File: src/pospd_pkg.sv
// constants and carrier types for the pulse output and speed command setup block
// assumes a single 100 MHz system clock and a plain register port
package pospd_pkg;
  localparam int unsigned CLK_MHZ = 100;

  localparam logic [7:0] ADDR_PHASE    = 8'h00;
  localparam logic [7:0] ADDR_GAIN     = 8'h04;
  localparam logic [7:0] ADDR_POLARITY = 8'h08;
  localparam logic [7:0] ADDR_CLAMP    = 8'h0c;
  localparam logic [7:0] ADDR_CONTROL  = 8'h10;
  localparam logic [7:0] ADDR_STATUS   = 8'h14;

  localparam logic [1:0]  PHASE_RESET    = 2'h0;
  localparam logic [1:0]  PHASE_MAX      = 2'h3;
  localparam int          PHASE_INV_BIT  = 0;
  localparam int          PHASE_SRC_BIT  = 1;
  localparam logic [10:0] GAIN_MIN       = 11'h00a;
  localparam logic [10:0] GAIN_MAX       = 11'h7d0;
  localparam logic [10:0] GAIN_RESET     = 11'h1f4;
  localparam logic        POLARITY_RESET = 1'h1;
  localparam logic [1:0]  CLAMP_RESET    = 2'h0;
  localparam logic [1:0]  CLAMP_NO_POL   = 2'h2;
  localparam int          CTRL_FULL_BIT  = 0;
  localparam int          VOLT_FRAC_BITS = 10;
  localparam int          SYNC_WIDTH     = 5;

  typedef struct packed {
    logic a;
    logic b;
  } pospd_quad_t;

  typedef struct packed {
    pospd_quad_t encoder;
    pospd_quad_t scale;
    logic        power_on;
  } pospd_pins_t;
endpackage

File: src/pospd_sync.sv
// three-stage input synchroniser with agreement filter
// assumes inputs are asynchronous to clk_sys; output changes once stages two and three agree
`timescale 1ns/1ps
module pospd_sync
  import pospd_pkg::*;
#(
  parameter int WIDTH = 1
)(
  input  wire logic             clk_sys,  // system clock
  input  wire logic             rst_n,    // synchronised reset, active low
  input  wire logic [WIDTH-1:0] async_in, // pin levels
  output logic      [WIDTH-1:0] sync_out  // filtered level
);
  logic [WIDTH-1:0] stage1;
  logic [WIDTH-1:0] stage2;
  logic [WIDTH-1:0] stage3;
  logic [WIDTH-1:0] next_out;

  genvar i;
  generate
    for (i = 0; i < WIDTH; i++)
    begin : g_bit
      always_comb
      begin
        next_out[i] = (stage2[i] == stage3[i]) ? stage3[i] : sync_out[i];
      end
    end
  endgenerate

  always_ff @(posedge clk_sys or negedge rst_n)
  begin
    if (!rst_n)
    begin
      stage1   <= '0;
      stage2   <= '0;
      stage3   <= '0;
      sync_out <= '0;
    end
    else
    begin
      stage1   <= async_in;
      stage2   <= stage1;
      stage3   <= stage2;
      sync_out <= next_out;
    end
  end
endmodule

File: src/pospd_top.sv
// Operation
// - phase setting 0-3: bit0 inverts B, bit1 picks scale
// - scale source only used in full-closed control
// - phase setting written pending, applied at power-on
// - gain 10..2000 scales input voltage linearly, default 500
// - polarity 0..1, default 1, inverts command sign
// - polarity 0 positive is CCW, 1 is CW
// - polarity ignored when zero clamp setting is 2
//
// pulse output source/phase and speed command scaling for a servo drive
// assumes encoder/scale/power pins are asynchronous, speed sample is on clk_sys
//
// Decided for this implementation: the placing of the registers and the plain strobed port.
`timescale 1ns/1ps
module pospd_top
  import pospd_pkg::*;
(
  input  wire logic               clk_sys,          // 100 MHz system clock
  input  wire logic               reset_n,          // async reset, active low
  input  wire logic [7:0]         addr,             // register byte address
  input  wire logic [31:0]        wr_data,          // write data
  input  wire logic               wr_en,            // write strobe
  input  wire logic               rd_en,            // read strobe
  output logic      [31:0]        rd_data,          // read data, cycle after rd_en
  input  wire pospd_quad_t        encoder_pulse,    // encoder A/B pins
  input  wire pospd_quad_t        scale_pulse,      // external scale A/B pins
  input  wire logic               control_power_on, // control power present pin
  input  wire logic signed [13:0] speed_command_input, // volts, 10 fraction bits
  output pospd_quad_t             pulse_out,        // pulse_out_phase_a / _b
  output logic signed [16:0]      speed_demand      // r/min, positive is CCW
);
  logic        rst_meta;
  logic        rst_n;
  pospd_pins_t pins_sync;
  logic        power_prev;
  logic [1:0]  pulse_out_phase_source_setting;
  logic [1:0]  phase_active;
  logic [10:0] speed_command_gain_setting;
  logic        speed_command_polarity_setting;
  logic [1:0]  zero_clamp_config_setting;
  logic        full_closed;
  logic [1:0]  next_phase_pending;
  logic [1:0]  next_phase_active;
  logic [10:0] next_gain;
  logic        next_polarity;
  logic [1:0]  next_clamp;
  logic        next_full_closed;
  logic [31:0] next_rd_data;
  pospd_quad_t next_pulse;
  pospd_quad_t src_pulse;
  logic signed [25:0] product;
  logic signed [15:0] scaled;
  logic               invert;
  logic signed [16:0] next_demand;

  // reset release through two flops so every flop leaves reset on the same edge
  always_ff @(posedge clk_sys or negedge reset_n)
  begin
    if (!reset_n)
    begin
      rst_meta <= 1'b0;
      rst_n    <= 1'b0;
    end
    else
    begin
      rst_meta <= 1'b1;
      rst_n    <= rst_meta;
    end
  end

  pospd_sync #(
    .WIDTH(SYNC_WIDTH)
  ) u_sync (
    .clk_sys  (clk_sys),
    .rst_n    (rst_n),
    .async_in ({encoder_pulse, scale_pulse, control_power_on}),
    .sync_out (pins_sync)
  );

  function automatic logic hit(input logic [7:0] a, input logic [7:0] off);
    hit = (a == off);
  endfunction

  // settings and register read path
  always_comb
  begin
    next_phase_pending = pulse_out_phase_source_setting;
    next_gain          = speed_command_gain_setting;
    next_polarity      = speed_command_polarity_setting;
    next_clamp         = zero_clamp_config_setting;
    next_full_closed   = full_closed;
    next_phase_active  = phase_active;
    next_rd_data       = 32'h0000_0000;
    // out-of-range values are dropped so the settings never leave their ranges
    if (wr_en)
    begin
      if (hit(addr, ADDR_PHASE) && wr_data <= {30'h0, PHASE_MAX})
        next_phase_pending = wr_data[1:0];
      if (hit(addr, ADDR_GAIN) && wr_data >= {21'h0, GAIN_MIN}
          && wr_data <= {21'h0, GAIN_MAX})
        next_gain = wr_data[10:0];
      if (hit(addr, ADDR_POLARITY) && wr_data[31:1] == 31'h0)
        next_polarity = wr_data[0];
      if (hit(addr, ADDR_CLAMP) && wr_data[31:2] == 30'h0)
        next_clamp = wr_data[1:0];
      if (hit(addr, ADDR_CONTROL))
        next_full_closed = wr_data[CTRL_FULL_BIT];
    end
    // the pending value only goes live at a rising edge of control power
    if (pins_sync.power_on && !power_prev)
      next_phase_active = pulse_out_phase_source_setting;
    if (rd_en)
    begin
      unique case (addr)
        ADDR_PHASE:    next_rd_data = {30'h0, pulse_out_phase_source_setting};
        ADDR_GAIN:     next_rd_data = {21'h0, speed_command_gain_setting};
        ADDR_POLARITY: next_rd_data = {31'h0, speed_command_polarity_setting};
        ADDR_CLAMP:    next_rd_data = {30'h0, zero_clamp_config_setting};
        ADDR_CONTROL:  next_rd_data = {31'h0, full_closed};
        ADDR_STATUS:   next_rd_data = {29'h0, pins_sync.power_on, phase_active};
        default:       next_rd_data = 32'h0000_0000;
      endcase
    end
  end

  always_ff @(posedge clk_sys or negedge rst_n)
  begin
    if (!rst_n)
    begin
      pulse_out_phase_source_setting <= PHASE_RESET;
      phase_active                   <= PHASE_RESET;
      speed_command_gain_setting     <= GAIN_RESET;
      speed_command_polarity_setting <= POLARITY_RESET;
      zero_clamp_config_setting      <= CLAMP_RESET;
      full_closed                    <= 1'b0;
      power_prev                     <= 1'b0;
      rd_data                        <= 32'h0000_0000;
    end
    else
    begin
      pulse_out_phase_source_setting <= next_phase_pending;
      phase_active                   <= next_phase_active;
      speed_command_gain_setting     <= next_gain;
      speed_command_polarity_setting <= next_polarity;
      zero_clamp_config_setting      <= next_clamp;
      full_closed                    <= next_full_closed;
      power_prev                     <= pins_sync.power_on;
      rd_data                        <= next_rd_data;
    end
  end

  // pulse output path
  always_comb
  begin
    // outside full-closed control the scale choice falls back to the encoder
    src_pulse = (phase_active[PHASE_SRC_BIT] && full_closed) ? pins_sync.scale
                                                             : pins_sync.encoder;
    next_pulse.a = src_pulse.a;
    next_pulse.b = src_pulse.b ^ phase_active[PHASE_INV_BIT];
  end

  // speed command path: volts times (r/min)/V, one cycle of latency
  always_comb
  begin
    product = speed_command_input * $signed({1'b0, speed_command_gain_setting});
    scaled  = product[25:VOLT_FRAC_BITS];
    invert  = speed_command_polarity_setting
              && (zero_clamp_config_setting != CLAMP_NO_POL);
    // positive demand means CCW, so polarity 1 turns a positive command CW
    next_demand = invert ? -$signed({scaled[15], scaled})
                         : $signed({scaled[15], scaled});
  end

  always_ff @(posedge clk_sys or negedge rst_n)
  begin
    if (!rst_n)
    begin
      pulse_out    <= '0;
      speed_demand <= '0;
    end
    else
    begin
      pulse_out    <= next_pulse;
      speed_demand <= next_demand;
    end
  end
endmodule

File: config.mk
export PLATFORM = sky130hd
export DESIGN_NAME = pospd_top
export DESIGN_NICKNAME = d
export VERILOG_FILES = /design/src/pospd_pkg.sv /design/src/pospd_sync.sv /design/src/pospd_top.sv
export SDC_FILE = /design/constraint.sdc
export NUM_CORES = 1
export LEC_CHECK = 0
export BUFFER_PORTS_ARGS = -buffer_cell sky130_fd_sc_hd__buf_4
export CAP_MARGIN = 20
export CORE_AREA = 3 3 122 124
export DETAILED_ROUTE_END_ITERATION = 6
export DIE_AREA = 0 0 125 127
export PLACE_DENSITY = 0.87
export SYNTH_ARGS = -nofsm -noshare
export SYNTH_HDL_FRONTEND = slang
export SYNTH_HIERARCHICAL = 1
export SYNTH_SLANG_ARGS = --single-unit
File: constraint.sdc
create_clock -name clk_sys -period 6.05 [get_ports clk_sys]
set_input_delay 0.9075 -clock clk_sys [delete_from_list [all_inputs] [get_ports clk_sys]]
set_output_delay 0.9075 -clock clk_sys [all_outputs]
set_load 0.05 [all_outputs]
==> impl_metrics.yaml <==
clock_network:
  worstSkewPairLatency_ns: 0.36
  root_buffer: "clkbuf_16"
  numCtsBuffers: 9
  htree_levels: 3
  hold_buffers: 0
  clk_pin_slew_ns: 0.07
  clockBufferDepth: 2
  cts.sinks: 72
  tritoncts: "yes"
setup_path:
  worst-path-max-fanout: 4
  cp_top_family: "adder cells"
  start_kind: "flip-flop"
  cpPeakStageDelay_ns: 0.61
  crit_start: "speed_command_gain_setting[5]"
  end_kind: "flip-flop"
  path_buf_inv: 6
  rr_endpoint: "speed_demand[10]"
  cp.required_ns: 6.32
  critPathArrivalTime_ns: 6.45
  r2r-start: "speed_command_gain_setting[5]"
  critical_path_class: "reg2reg"
  r2r_slack_ns: -0.13
  path_cells: "buf_6 > buf_4 > nand2_2 > fa_1 > inv_2 > fa_2 > fa_1 > fa_1 > inv_1 > fa_1 > inv_2 > ha_4 > a21o_1 > a21o_1 > or4b_1 > o2111a_1 > a41oi_2 > o41a_4 > nor4_4 > buf_4 > a21o_1 > a211oi_2 > xnor2_1"
  cpMaxStageDelayCell: "dfstp_2"
  worst_r2r_path_depth: 23
  crit_top_cell: "fa_1"
routing:
  wirelength_um: 28000
  vias: 7786
  drt.antenna.violating_nets: 0
  post_drt_wl_per_cell_um: 21.5
  drc: 0
  drt-pass1-iter-count: 5
  drt_iter0_drc: 796
  avgViaCountPerCell: 5.97
min_path:
  min_path_type: "reg2async"
global_routing:
  use_met3_pct: 5.69
  grt_util_met2_pct: 54.0
  busiest_layer: "met2"
  grt_max_degree: 49
  antenna_found_initial: 0
  grt_pass1_wl_um: 39500
  grt-ovfl-total: 0
  grt_pass1_vias: 8185
  track_usage_pct: 31.5
  use_met1_pct: 36.5
timing:
  max-slew-margin-rel_pct: 30.8
  rsz0062_at_grt: "yes"
  worst_pin_slew_ns: 1.04
  final.setup.tns_ns: -0.346
  finClkSkew_ns: 0.0150
  finalCritPeriodShare_pct: 102
  holdWs_ns: 0.261
  drv_slew: 0
  timing.final.ws_setup_ns: -0.126
  fmax_ghz: 0.162
  setup_viol: 4
  fin_crit_ns: 6.18
  final_hold_viol_count: 0
outcome:
  status: "finished with violations"
  violations: "negative setup slack"
placed_design:
  place_inst: 1259
  hpwlAfterDp_um: 17200
  io_buffers: 92
  gp_congestion: 0.932
finish:
  layout-area-overhead-vs-synth_pct: 28.7
  diodes: 0
  finish.net_count: 1380
  stdcell_count: 1305
  utilization_pct: 83.0
  drive_gt1_share_pct: 34.2
  fillers: 678
floorplanning:
  rows: 43
  initial_core_util_pct: 64.5
  pin_count: 114
  die_area_um2: 15900
  core-area_um2: 13900
  die_h_um: 127
  die_x_um: 125
yosys:
  synthTopCellsByArea: "fa_1 32%, dfrtp_1 18%, inv_1 8.1%"
  synth_top_cell_by_area: "fa_1"
  yosysTopAreaCellShare_pct: 31.8
  netlist_instances: 926
  yosys_warnings: 6
  ys_dominant_reg_cell: "dfrtp_1"
  synth_seq_cells: 72
  synth-edff-count: 0
  synth.distinct_cells: 70
  synthesis.area_um2: 8950
  async_flop_share_pct: 100
  syn_avg_cell_area_um2: 9.66
  seq_area_frac_synth_pct: 20.2
run:
  maxCapViolCount: 0
power_and_ir_drop:
  p_leak_nw: 6.11
  vdd_drop_max_uv: 163
  powerDensity_nw_per_um2: 104
-- layout by cell type (no fill, tap or decap), types with 5 or more instances in the layout --
master,instances
clkbuf_16,9
nor2_1,28
buf_4,195
and3_1,11
nand2_1,92
nand4_1,5
xnor2_1,17
o21a_1,5
inv_2,13
nand2_4,5
o21ai_0,7
fa_2,11
nor4_1,6
and2_4,8
a21oi_1,12
buf_12,6
dfrtp_1,64
dfstp_2,5
mux2_2,22
fa_1,131
xor2_1,14
a21oi_2,6
inv_1,179
conb_1,22
ha_4,11
nor3_1,8
maj3_2,5
and2_1,50
buf_6,16
ha_1,41
nand2_2,13
-- timing repair --
| action | 4_1_cts | 5_1_grt |
|---|---|---|
| buffers inserted | 11 | 19 |
| pin swaps | 2 | 47 |
| endpoints found under the setup margin | 6 | 11 |
| gates resized for setup | 5 | 99 |
| endpoints found under the hold margin | 0 | 0 |
-- state kept, by name, indices dropped and copies added (netlist names) --
register and count:
zero_clamp_config_setting 2, pulse_out_phase_source_setting 2, u_sync/stage3 5, rst_meta 1, u_sync/stage1 5, full_closed 1
u_sync/sync_out 5, pulse_out 2, rst_n 1, rd_data 11, u_sync/stage2 5, phase_active 2
speed_command_gain_setting 11, speed_demand 17, power_prev 1, speed_command_polarity_setting 1
-- layout make-up --
cell class                      count  area [µm²]  share of cell area (%)
Clock buffer                        9         225                    1.96
Clock inverter                      7        82.6                   0.717
Timing Repair Buffer              217        1760                    15.3
Inverter                          192         721                    6.26
Multi-Input combinational cell    628        6680                    58.0
Tap cell                          180         225                    1.96
Sequential cell                    72        1820                    15.8
-- kinds of logic (layout without fill, tap and decap cells) --
| family | count (synthesis) | after routing | share of synthesized area, % |
|---|---|---|---|
| muxes | 27 | 27 | 3.40 |
| AOI/OAI and AO/OA | 73 | 73 | 6.10 |
| buffers and inverters | 246 | 425 | 11.5 |
| adders and majority gates | 202 | 202 | 40.1 |
| other | 2 | 22 | 0.0839 |
| DFF | 72 | 72 | 20.2 |
| xor gates and xnor gates | 34 | 34 | 3.33 |
| and+or+nand+nor | 270 | 270 | 15.3 |
-- power breakdown --
| part | leakage, nW | total (mW) | switching, mW | internal, mW |
|---|---|---|---|---|
| sequential | 0.924 | 0.503 | 0.0104 | 0.493 |
| clock | 0.145 | 0.572 | 0.245 | 0.327 |
| combinational | 5.04 | 0.125 | 0.0795 | 0.0460 |
| total | 6.11 | 1.20 | 0.335 | 0.866 |
-- routing by layer --
metal / vias up / share of wire, %
li1: 3201 / -
met2: 557 / 51
met5: - / 0
met3: 225 / 8.0
met4: 0 / 8.4
met1: 3803 / 33
-- how the worst max path moves through the flow --
stage	depth (start not counted)	slack, ns	to
after floorplan	23	-0.10	speed_demand[16]
after global placement	23	-0.27	speed_demand[10]
after detailed placement	23	-0.43	speed_demand[10]
after CTS	22	-0.01	speed_demand[10]
after global routing	23	-0.23	speed_demand[10]
final	23	-0.13	speed_demand[10]
-- through the flow --
| step | setup slack, ns | area, µm² | power, mW |
|---|---|---|---|
| after floorplan | -0.101 | 9310 | 0.586 |
| after global placement | -0.268 | 10500 | 0.624 |
| after detailed placement | -0.429 | 10500 | 0.628 |
| after CTS | -0.0114 | 11000 | 1.19 |
| after global routing | -0.232 | 11500 | 1.23 |
| final | -0.126 | 11500 | 1.20 |
-- Yosys cell counts (all sizes together), types with 7 or more instances --
| cell type | number |
|---|---|
| inv | 192 |
| fa | 142 |
| nand2 | 110 |
| dfrtp | 65 |
| and2 | 58 |
| ha | 55 |
| nor2 | 33 |
| clkbuf | 29 |
| buf | 25 |
| mux2 | 24 |
| a21oi | 19 |
| xnor2 | 19 |
| o21ai | 15 |
| xor2 | 15 |
| and3 | 13 |
| nor3 | 11 |
| dfstp | 7 |
| nor4 | 7 |
(Power assumes the default switching activity.)
